### src/core/speed_sel_defines.svh
`ifndef SPEED_SEL_DEFINES_SVH
`define SPEED_SEL_DEFINES_SVH

// register byte offsets
`define REG_TERM_CFG0    12'h000
`define REG_TERM_CFG1    12'h004
`define REG_CONTROL      12'h008
`define REG_MAX_FREQ     12'h00c
`define REG_EDIT_FREQ    12'h010
`define REG_STATUS       12'h014
`define REG_TARGET_FREQ  12'h018
`define REG_ANALOG_FREQ  12'h01c
`define REG_TABLE_BASE   12'h040
`define REG_TABLE_LAST   12'h07c

// function codes
`define FN_FORWARD       8'h00
`define FN_REVERSE       8'h01
`define FN_SEL_BIT0      8'h02
`define FN_SEL_BIT3      8'h05
`define FN_BIT_SF1       8'h20
`define FN_BIT_SF7       8'h26
`define FN_NONE          8'hff

// control register fields
`define CTL_SRC_BIT      0
`define CTL_METHOD_BIT   1
`define CTL_KDIR_BIT     2
`define CTL_KRUN_BIT     3
`define CTL_STORE_BIT    4
`define CTL_NC_LSB       8

// reset values and frequency width
`define RST_TERM_CFG0    32'h0302ff00
`define RST_TERM_CFG1    32'hffffffff
`define RST_MAX_FREQ     16'd5000
`define RST_CONTROL      16'h0001
`define FREQ_W           16
`endif

### src/core/speed_sel_pkg.sv
package speed_sel_pkg;
  typedef enum logic [1:0] {
    DIR_STOP    = 2'b00,
    DIR_FORWARD = 2'b01,
    DIR_REVERSE = 2'b11
  } run_dir_e;
  typedef logic [15:0] freq_t;
endpackage : speed_sel_pkg

### src/core/preset_table.sv
`timescale 1ns/100ps
`include "speed_sel_defines.svh"
module preset_table #(
  parameter int DEPTH = 16,
  parameter int AW    = 4
) (
  input  wire logic          pclk,
  input  wire logic          presetn,
  input  wire logic          wr_en,
  input  wire logic [AW-1:0] wr_idx,
  input  wire logic [15:0]   wr_data,
  input  wire logic [AW-1:0] rd_idx_a,
  output logic      [15:0]   rd_data_a,
  input  wire logic [AW-1:0] rd_idx_b,
  output logic      [15:0]   rd_data_b
);
  logic [15:0] mem_r [DEPTH];
  always_ff @(posedge pclk or negedge presetn) begin
    if (!presetn) begin
      for (int k = 0; k < DEPTH; k++) mem_r[k] <= 16'h0000;
    end else if (wr_en) begin
      mem_r[wr_idx] <= wr_data;
    end
  end
  assign rd_data_a = mem_r[rd_idx_a];
  assign rd_data_b = mem_r[rd_idx_b];
endmodule : preset_table

### src/core/run_speed_select.sv
// Local design decisions: the APB interface to the registers and the register addresses.
`timescale 1ns/100ps
`include "speed_sel_defines.svh"
module run_speed_select (
  input  wire logic        pclk,
  input  wire logic        presetn,
  input  wire logic        psel,
  input  wire logic        penable,
  input  wire logic        pwrite,
  input  wire logic [11:0] paddr,
  input  wire logic [31:0] pwdata,
  output logic      [31:0] prdata,
  output logic             pready,
  output logic             pslverr,
  input  wire logic [7:0]  term_in,
  input  wire logic [15:0] analog_freq,
  output logic             run_forward,
  output logic             run_reverse,
  output logic [3:0]       speed_index,
  output logic             preset_active,
  output logic [15:0]      target_freq,
  output logic [15:0]      output_freq_setting
);
  logic [31:0] cfg0_r;
  logic [31:0] cfg1_r;
  logic [15:0] ctl_r;
  logic [15:0] max_freq_r;
  logic [15:0] edit_freq_r;
  logic        store_pulse;
  logic [7:0]  term_lvl;
  logic [7:0]  term_act;
  logic [7:0]  code [8];
  logic        fw_act;
  logic        rv_act;
  logic [3:0]  bin_idx;
  logic [6:0]  sf_bits;
  logic [3:0]  bit_idx;
  logic [3:0]  sel_idx;
  logic        sel_on;
  logic [15:0] tbl_sel;
  logic [15:0] tbl_rd;
  logic [15:0] preset_lim;
  logic        wr_tbl;
  logic        acc;
  logic        mapped;
  speed_sel_pkg::run_dir_e dir_nxt;

  term_sync #(.N(8)) u_sync (
    .pclk      (pclk),
    .presetn   (presetn),
    .pin_in    (term_in),
    .level_out (term_lvl)
  );

  assign term_act = term_lvl ^ ctl_r[`CTL_NC_LSB +: 8];

  genvar t;
  generate
    for (t = 0; t < 8; t++) begin : g_code
      if (t < 4) begin : g_lo
        assign code[t] = cfg0_r[t*8 +: 8];
      end else begin : g_hi
        assign code[t] = cfg1_r[(t-4)*8 +: 8];
      end
    end
  endgenerate

  always_comb begin
    fw_act  = 1'b0;
    rv_act  = 1'b0;
    bin_idx = 4'h0;
    sf_bits = 7'h00;
    for (int i = 0; i < 8; i++) begin
      if (code[i] == `FN_FORWARD && term_act[i]) fw_act = 1'b1;
      if (code[i] == `FN_REVERSE && term_act[i]) rv_act = 1'b1;
      for (int b = 0; b < 4; b++) begin
        if (code[i] == `FN_SEL_BIT0 + 8'(b) && term_act[i]) bin_idx[b] = 1'b1;
      end
      for (int b = 0; b < 7; b++) begin
        if (code[i] == `FN_BIT_SF1 + 8'(b) && term_act[i]) sf_bits[b] = 1'b1;
      end
    end
  end
  // unassigned bits stay zero (defaults above)

  always_comb begin
    bit_idx = 4'h0;
    for (int b = 6; b >= 0; b--) begin
      if (sf_bits[b]) bit_idx = 4'(b + 1);
    end
  end

  assign sel_idx = ctl_r[`CTL_METHOD_BIT] ? bit_idx : bin_idx;
  assign sel_on  = ctl_r[`CTL_METHOD_BIT] ? (|sf_bits) : (|bin_idx);

  // keypad direction only for keypad run
  always_comb begin
    if (fw_act && rv_act) begin
      dir_nxt = speed_sel_pkg::DIR_STOP;
    end else if (fw_act) begin
      dir_nxt = speed_sel_pkg::DIR_FORWARD;
    end else if (rv_act) begin
      dir_nxt = speed_sel_pkg::DIR_REVERSE;
    end else if (ctl_r[`CTL_KRUN_BIT]) begin
      dir_nxt = ctl_r[`CTL_KDIR_BIT] ? speed_sel_pkg::DIR_REVERSE
                                     : speed_sel_pkg::DIR_FORWARD;
    end else begin
      dir_nxt = speed_sel_pkg::DIR_STOP;
    end
  end

  // no power-up interlock, level acts at once
  always_ff @(posedge pclk or negedge presetn) begin
    if (!presetn) begin
      run_forward <= 1'b0;
      run_reverse <= 1'b0;
    end else begin
      run_forward <= (dir_nxt == speed_sel_pkg::DIR_FORWARD);
      run_reverse <= (dir_nxt == speed_sel_pkg::DIR_REVERSE);
    end
  end

  assign wr_tbl = store_pulse && !run_forward && !run_reverse;

  preset_table #(.DEPTH(16), .AW(4)) u_tbl (
    .pclk      (pclk),
    .presetn   (presetn),
    .wr_en     (wr_tbl),
    .wr_idx    (sel_idx),
    .wr_data   (edit_freq_r),
    .rd_idx_a  (sel_idx),
    .rd_data_a (tbl_sel),
    .rd_idx_b  (paddr[5:2]),
    .rd_data_b (tbl_rd)
  );

  assign preset_lim = (tbl_sel > max_freq_r) ? max_freq_r : tbl_sel;

  always_ff @(posedge pclk or negedge presetn) begin
    if (!presetn) begin
      speed_index   <= 4'h0;
      preset_active <= 1'b0;
      target_freq   <= 16'h0000;
    end else begin
      speed_index   <= sel_idx;
      preset_active <= sel_on && ctl_r[`CTL_SRC_BIT];
      if (ctl_r[`CTL_SRC_BIT] && sel_on) begin
        target_freq <= preset_lim;
      end else begin
        target_freq <= analog_freq;
      end
    end
  end

  // display follows selected slot after store
  always_ff @(posedge pclk or negedge presetn) begin
    if (!presetn) begin
      output_freq_setting <= 16'h0000;
    end else if (wr_tbl) begin
      output_freq_setting <= edit_freq_r;
    end else begin
      output_freq_setting <= tbl_sel;
    end
  end

  // apb slave, zero wait states
  assign acc    = psel && penable;
  assign mapped = (paddr <= `REG_ANALOG_FREQ) ||
                  (paddr >= `REG_TABLE_BASE && paddr <= `REG_TABLE_LAST);

  always_ff @(posedge pclk or negedge presetn) begin
    if (!presetn) begin
      cfg0_r      <= `RST_TERM_CFG0;
      cfg1_r      <= `RST_TERM_CFG1;
      ctl_r       <= `RST_CONTROL;
      max_freq_r  <= `RST_MAX_FREQ;
      edit_freq_r <= 16'h0000;
      store_pulse <= 1'b0;
    end else begin
      store_pulse <= 1'b0;
      if (acc && pwrite && paddr[1:0] == 2'b00) begin
        case (paddr)
          `REG_TERM_CFG0: cfg0_r <= pwdata;
          `REG_TERM_CFG1: cfg1_r <= pwdata;
          `REG_CONTROL: begin
            ctl_r       <= pwdata[15:0] & 16'hff0f;
            store_pulse <= pwdata[`CTL_STORE_BIT];
          end
          `REG_MAX_FREQ:  max_freq_r  <= pwdata[15:0];
          `REG_EDIT_FREQ: edit_freq_r <= pwdata[15:0];
          default: ;
        endcase
      end
    end
  end

  always_ff @(posedge pclk or negedge presetn) begin
    if (!presetn) begin
      prdata  <= 32'h00000000;
      pready  <= 1'b0;
      pslverr <= 1'b0;
    end else begin
      pready  <= psel && !penable;
      pslverr <= psel && !penable && (!mapped || paddr[1:0] != 2'b00);
      prdata  <= 32'h00000000;
      // a misaligned table read is refused, so its data must stay zero
      if (psel && !penable && !pwrite && paddr[1:0] == 2'b00) begin
        if (paddr >= `REG_TABLE_BASE && paddr <= `REG_TABLE_LAST) begin
          prdata <= {16'h0000, tbl_rd};
        end else begin
          case (paddr)
            `REG_TERM_CFG0:   prdata <= cfg0_r;
            `REG_TERM_CFG1:   prdata <= cfg1_r;
            `REG_CONTROL:     prdata <= {16'h0000, ctl_r};
            `REG_MAX_FREQ:    prdata <= {16'h0000, max_freq_r};
            `REG_EDIT_FREQ:   prdata <= {16'h0000, edit_freq_r};
            `REG_STATUS:      prdata <= {16'h0000, term_act, 1'b0, sel_on,
                                         run_reverse, run_forward, sel_idx};
            `REG_TARGET_FREQ: prdata <= {16'h0000, target_freq};
            `REG_ANALOG_FREQ: prdata <= {16'h0000, analog_freq};
            default:          prdata <= 32'h00000000;
          endcase
        end
      end
    end
  end
endmodule : run_speed_select

### src/core/term_sync.sv
`timescale 1ns/100ps
`include "speed_sel_defines.svh"
module term_sync #(
  parameter int N = 8
) (
  input  wire logic         pclk,
  input  wire logic         presetn,
  input  wire logic [N-1:0] pin_in,
  output logic      [N-1:0] level_out
);
  logic [N-1:0] s1_r;
  logic [N-1:0] s2_r;
  logic [N-1:0] s3_r;
  always_ff @(posedge pclk or negedge presetn) begin
    if (!presetn) begin
      s1_r <= '0;
      s2_r <= '0;
      s3_r <= '0;
    end else begin
      s1_r <= pin_in;
      s2_r <= s1_r;
      s3_r <= s2_r;
    end
  end
  // a change counts once stages two and three agree
  genvar i;
  generate
    for (i = 0; i < N; i++) begin : g_bit
      always_ff @(posedge pclk or negedge presetn) begin
        if (!presetn) begin
          level_out[i] <= 1'b0;
        end else if (s2_r[i] == s3_r[i]) begin
          level_out[i] <= s3_r[i];
        end
      end
    end
  endgenerate
endmodule : term_sync

### config.mk
export PLATFORM = sky130hd
export DESIGN_NAME = run_speed_select
export DESIGN_NICKNAME = d
export VERILOG_FILES = /design/src/core/speed_sel_pkg.sv /design/src/core/preset_table.sv /design/src/core/run_speed_select.sv /design/src/core/term_sync.sv
export VERILOG_INCLUDE_DIRS = /design/src /design/src/core
export SDC_FILE = /design/constraint.sdc
export NUM_CORES = 1
export LEC_CHECK = 0
export BUFFER_PORTS_ARGS = -buffer_cell sky130_fd_sc_hd__buf_2
export CORE_ASPECT_RATIO = 1.1
export CORE_MARGIN = 10
export CORE_UTILIZATION = 55
export DETAILED_ROUTE_END_ITERATION = 8
export PLACE_DENSITY_LB_ADDON = 0.12
export SYNTH_ARGS = -nofsm -noshare
export SYNTH_HDL_FRONTEND = slang
export SYNTH_SLANG_ARGS = --single-unit
export TNS_END_PERCENT = 10
### constraint.sdc
create_clock -name pclk -period 5.2 [get_ports pclk]
set_clock_uncertainty 0.05 [all_clocks]
set_input_delay 1.04 -clock pclk [delete_from_list [all_inputs] [get_ports pclk]]
set_output_delay 1.04 -clock pclk [all_outputs]
set_load 0.005 [all_outputs]
======== Yosys cells after proc, flatten, opt, wreduce, memory -nomap -nowiden ========
Index checks and enable logic that the tools add are counted.
storage, ports and cells
  bits in registers ....................... 470
  input port bits ......................... 73
  output and inout bits ................... 73
  word-level logic and storage cells ...... 442
cells by class
  magnitude comparators ................... 7
  equal/unequal tests ..................... 113
  muxes and demuxes ....................... 135
  bitwise logic cells ..................... 3
  reductions and logical operators ........ 142
operators with widths
  cell                 number
  $eq 8x6->1 const B   56
  $bwmux 256           1
  $pmux 32 s8          1
  $bmux 16 s4          2
  $eq 8x2->1 const B   16
  $eq 8x3->1 const B   16
  $mux 16              8
  $logic_and 1x1->1    117
  $mux 1               107
  $demux 16 s4         1
  $eq 8x1->1 const B   8
  $logic_not 8->1      8
  $mux 32              2
  $eq 12x5->1 const B  4
  $mux 4               7
  $eq 12x4->1 const B  2
  $gt 16x16->1         1
  $eq 12x3->1 const B  1
  $ge 12x7->1 const B  1
  $le 12x5->1 const B  1
  $le 12x7->1 const B  1
  $logic_not 12->1     1
  $ge 5x5->1 const B   2
  $mux 2               5
  14 further kinds     31

======== Longest topological paths before layout ========
  depth in word-level cells ............... 25
  depth in mapped cells ................... 28
  mapped depth without buffers ............ 24

======== Modules after synthesis ========
From an unflattened synthesis, not the netlist that was laid out.
unflattened totals
  cell total of the unflattened synthesis .. 1785
  area total of the unflattened synthesis .. 24522.3 µm²
by module, submodules not included
  module            instances  cells an instance  area each (µm²)  sequential area each (µm²)
  preset_table      1          849                13470.4          6406.1
  run_speed_select  1          896                10161.0          4615.7
  term_sync         1          40                 890.9            800.8

======== Least setup slack after synthesis ========
OpenSTA, ideal clock, no wires.
  path kind ............................... register to register
  start ................................... register cfg1_r[13]
  end ..................................... register target_freq[10]
  setup time .............................. 126 ps
  data arrival time ....................... 5007 ps
  required time ........................... 5024 ps
  path slack .............................. 17 ps
  cell stages (with the launch flop) ...... 27
  buffers on the path ..................... 2
  clock period less this slack ............ 5183 ps
  cell sequence ........................... dfstp_2 or4b_4 or4b_1 o2111ai_1 nor4b_1 a21boi_1 o22ai_2 o21ai_4 inv_4 buf_4 mux2_2 o22ai_1 a221o_1 nor2_2 ha_1 nand3_1 o22ai_1 o21a_1 o21ai_0 nand2b_1 a21oi_1 nor2b_1 o21ai_0 a21oi_1 nor2_1 clkbuf_1 a221o_1
on the way
  cells in the longest elaborated chain, start to end .. 20
  elaborated cells on any way between the ends .. 74
  classes of those cells .................. order compare (1); eq/ne (11); mux (47); bitwise (1); reduce/logical (14)
ends and longest elaborated chain
  element                                      line                     source
  start, declared                              run_speed_select.sv:25   logic [31:0] cfg1_r;
  start signal, assigned                       run_speed_select.sv:174  cfg1_r <= `RST_TERM_CFG1;
  start signal, assigned                       run_speed_select.sv:184  `REG_TERM_CFG1: cfg1_r <= pwdata;
  $eq 8x6->1                                   run_speed_select.sv:80   if (code[i] == `FN_BIT_SF1 + 8'(b) && term_act[i]) sf_bits[b] = 1'b1;
  $logic_and 1x1->1                            run_speed_select.sv:80
  $mux 1 (3 in series)                         run_speed_select.sv:80
  $mux 3                                       run_speed_select.sv:89   if (sf_bits[b]) bit_idx = 4'(b + 1);
  $mux 4 (6 in series)                         run_speed_select.sv:89
  $mux 4                                       run_speed_select.sv:93   assign sel_idx = ctl_r[`CTL_METHOD_BIT] ? bit_idx : bin_idx;
  $not 4->5 (not written as such)              preset_table.sv:25       assign rd_data_a = mem_r[rd_idx_a];
  $bmux 16 s4                                  preset_table.sv:25
  $mux 16 (not written as such) (2 in series)  preset_table.sv:25
  $gt 16x16->1                                 run_speed_select.sv:137  assign preset_lim = (tbl_sel > max_freq_r) ? max_freq_r : tbl_sel;
  $mux 16                                      run_speed_select.sv:137
  $mux 16 (*)                                  run_speed_select.sv:147  if (ctl_r[`CTL_SRC_BIT] && sel_on) begin
  end signal, assigned                         run_speed_select.sv:148  target_freq <= preset_lim;
  end signal, assigned                         run_speed_select.sv:150  target_freq <= analog_freq;
  end, declared                                run_speed_select.sv:21   output logic [15:0] target_freq,
Every way passes the cells marked *; elsewhere a longest branch is shown, timed or not. The select of a mux whose other input is x is not followed.
A chain may end at the register's enable or synchronous reset.

======== Worst setup path after layout ========
  start ................................... register cfg1_r[13]
  end ..................................... register target_freq[11]
Same word-level chain as after synthesis.

==> metrics.txt <==
status=finished, violations left; failing checks=setup timing; simple-gate area share of the yosys netlist=9.38%; Final min period=5.50 ns; RSZ-0062 raised after global routing=true; WS Path Type=reg -> reg; Area after DPL=27500 um2; crit path max fanout=18; Post-synth EDFFs=0; TritonCTS buffer count=49; fin nets=2375; Setup WS post-layout=-0.298 ns; Site Rows=80; Synth top area share=43.5%; post-synthesis compound-gate area fraction=9.75%; HPWL Detailed=61000 um; Mapped Cells=1910; Worst Setup Start Kind=register; hold_buf cts=0; CP Data Arrival Time=5.92 ns; pin count of the biggest net entering global routing=115; R2R cell count=24; maximum clock frequency=0.182 GHz; initial antenna violation count=1; most common library cells after synthesis=dfrtp_1 (421), mux2_2 (388), clkbuf_1 (93); worst hold start=u_sync.s1_r[4]; Reg clk slew, reported paths=0.06 ns; final WL=85700 um; first-pass GRT wire length=126000 um; vias in the first global route=19600; WHS Endpoint=u_sync.s2_r[4]; WL/cell=29.6 um; Place WS=-0.768 ns; syn_area_per_cell=12.7 um2; final instance area=29600 um2; Least-Margin Pin Slew=1.25 ns; Initial Util=55.8%; Final Hold Fails=0; Synth area leaders=dfrtp_1 (43%), mux2_2 (18%), mux4_2 (7.6%); grt ovf=0; DRT iter0 DRCs=1970; GRT Total Usage=32.2%; Peak VDD IR=0.309 mV; largest family of logic cells by synthesized area=multiplexers; mux cell area share after synthesis=27.2%; diode count=0; drt first pass iters=8; area leader, netlist=dfrtp_1; fraction of registers with async set/reset=100%; CP required=5.62 ns; slew margin rel.=16.3%; adder-cell area share of the yosys netlist=1.16%; Pwr Density=262 nW/um2; flop-to-flop setup slack=-0.30 ns; Max Cap Viol=0; DR vias=19200; FF-to-FF End=target_freq[11]; Main synth FF type=dfrtp_1; synthesis-stage register bit count=470; P&R area growth vs syn=22.3%; Mapped Area=24200 um2; max-slew violations=0; root buf cell=clkbuf_16; most frequent cell after synthesis=dfrtp_1; clock sink total=470; r2r startpoint=cfg1_r[13]; vias per inst=6.61; Worst Hold Class=reg -> reg; CTS max path bufs=3; static leakage=14.2 nW; CTS tree=done; syn_nets=1999; period utilization=106%; Seq/Total Area, Yosys=48.8%; Synth warnings=0; Clk Latency, worst-skew pair=0.60 ns; Yosys cell types=101; core area=43400 um2; final setup fails=16; Port Buffers=145; die area=52800 um2; hold depth=0; Post-Synth XOR/XNOR Area=0.429%; GP Congestion=1.03; post-route ant nets=0; DRC Markers=0; share of cells above drive strength 1=50.5%; die height=240 um; I/O pin count=146; H-Tree Depth=2; Die X=220 um; CP endpoint kind=register
what timing repair did:
item | CTS | global route
pin swaps | 17 | 8
gates cloned | 2 | 0
buffers inserted | 10 | 0
endpoints found under the setup margin | 16 | 16
resized for setup | 50 | 12
cells in the final DEF, fill, tap and decap left out, types with 21 or more instances in the layout:
master | netlist | routed
dfstp_2 | 49 | 49
nor2_1 | 67 | 64
a221o_1 | 26 | 26
nand3_1 | 29 | 28
dfrtp_1 | 421 | 421
clkbuf_16 | 0 | 50
a22oi_1 | 44 | 43
nand4_1 | 37 | 37
buf_4 | 6 | 315
mux2i_1 | 34 | 34
inv_1 | 34 | 34
o22ai_1 | 60 | 60
a21oi_1 | 25 | 22
o21ai_0 | 35 | 33
nand2_1 | 77 | 76
mux2_2 | 388 | 388
and3_1 | 21 | 21
mux4_2 | 82 | 82
a221oi_1 | 28 | 26
buf_2 | 27 | 142
worst max path at each step:
stage	cells after the start	slack [ns]	end	start
CTS	26	-0.21	target_freq[11]	cfg1_r[13]
global placement	22	-0.71	target_freq[11]	cfg1_r[13]
finish	24	-0.30	target_freq[11]	cfg1_r[13]
detailed placement	22	-0.77	target_freq[15]	cfg1_r[13]
global route	27	-0.48	target_freq[9]	cfg1_r[13]
floorplan	26	0.02	target_freq[10]	cfg1_r[13]
flip-flops by register name, summed over array words and instances, names as in the netlist:
name,count
u_sync.s2_r,8
preset_active,1
ctl_r,12
u_sync.s3_r,8
u_sync.level_out,8
store_pulse,1
target_freq,16
max_freq_r,16
u_tbl.mem_r,256
edit_freq_r,16
cfg0_r,32
run_reverse,1
run_forward,1
output_freq_setting,16
prdata,32
pready,1
speed_index,4
pslverr,1
cfg1_r,32
u_sync.s1_r,8
final cells by class:
cell class	instances	area, um2
inverters	36	143
fillers	3270	13800
well taps	574	718
flip-flops and latches	470	11800
clock inverters	23	246
multi-input cells	1253	11900
repair inverters	1	6.26
clock buffers	67	1430
repair buffers	475	3380
per-stage QoR:
step / total power [mW] / TNS, ns / hold slack (ns) / std cells / utilization [%]
finish: 7.76 / -4.23 / 0.299 / 2899 / 68.2
global placement: 4.17 / -11.05 / 0.283 / 2797 / 63.4
detailed placement: 4.18 / -11.66 / 0.286 / 2797 / 63.4
global route: 7.97 / -7.05 / 0.309 / 2899 / 68.2
floorplan: 3.93 / 0 / 0.281 / 1910 / -
CTS: 7.81 / -2.73 / 0.300 / 2899 / 68.0
worst max-delay path, cell delays in order, from the launching register on:
cell and delay (ns):
dfstp_2 0.52, or4b_4 0.50, or4b_4 0.52, o2111ai_1 0.15, nor4b_2 0.10, a21boi_1 0.14, o22ai_2 0.09, buf_4 0.17
o21ai_4 0.10, inv_8 0.13, buf_12 0.18, buf_6 0.20, mux2_2 0.35, o22ai_1 0.15, a221o_1 0.14, nor2_2 0.06
ha_1 0.34, nand4_1 0.22, nor2_4 0.22, o21ai_1 0.10, a21oi_2 0.22, buf_4 0.14, nor2_1 0.05, buf_12 0.16
a221o_1 0.33
power by group:
| part | switching [mW] | total (mW) | internal, mW |
|---|---|---|---|
| clock network | 1.52 | 3.64 | 2.12 |
| registers | 0.0213 | 3.70 | 3.68 |
| logic | 0.262 | 0.421 | 0.159 |
| total | 1.80 | 7.76 | 5.96 |
cell families after synthesis:
family	Yosys count
XOR/XNOR	11
buffers and inverters	187
multiplexers	506
flip-flops	470
AND/OR/NAND/NOR	399
AO/OA/AOI/OAI	313
adder cells (fa/ha/maj)	24
layer usage:
metal  vias to the layer above  wire length (um)  GRT usage [%]
met5                         -                13              0
li1                       8084                 -              -
met2                       980             41200           52.9
met4                         2              5020           16.9
met3                       274              6960           6.81
met1                      9810             32500           39.3
(Power assumes the default switching activity.)
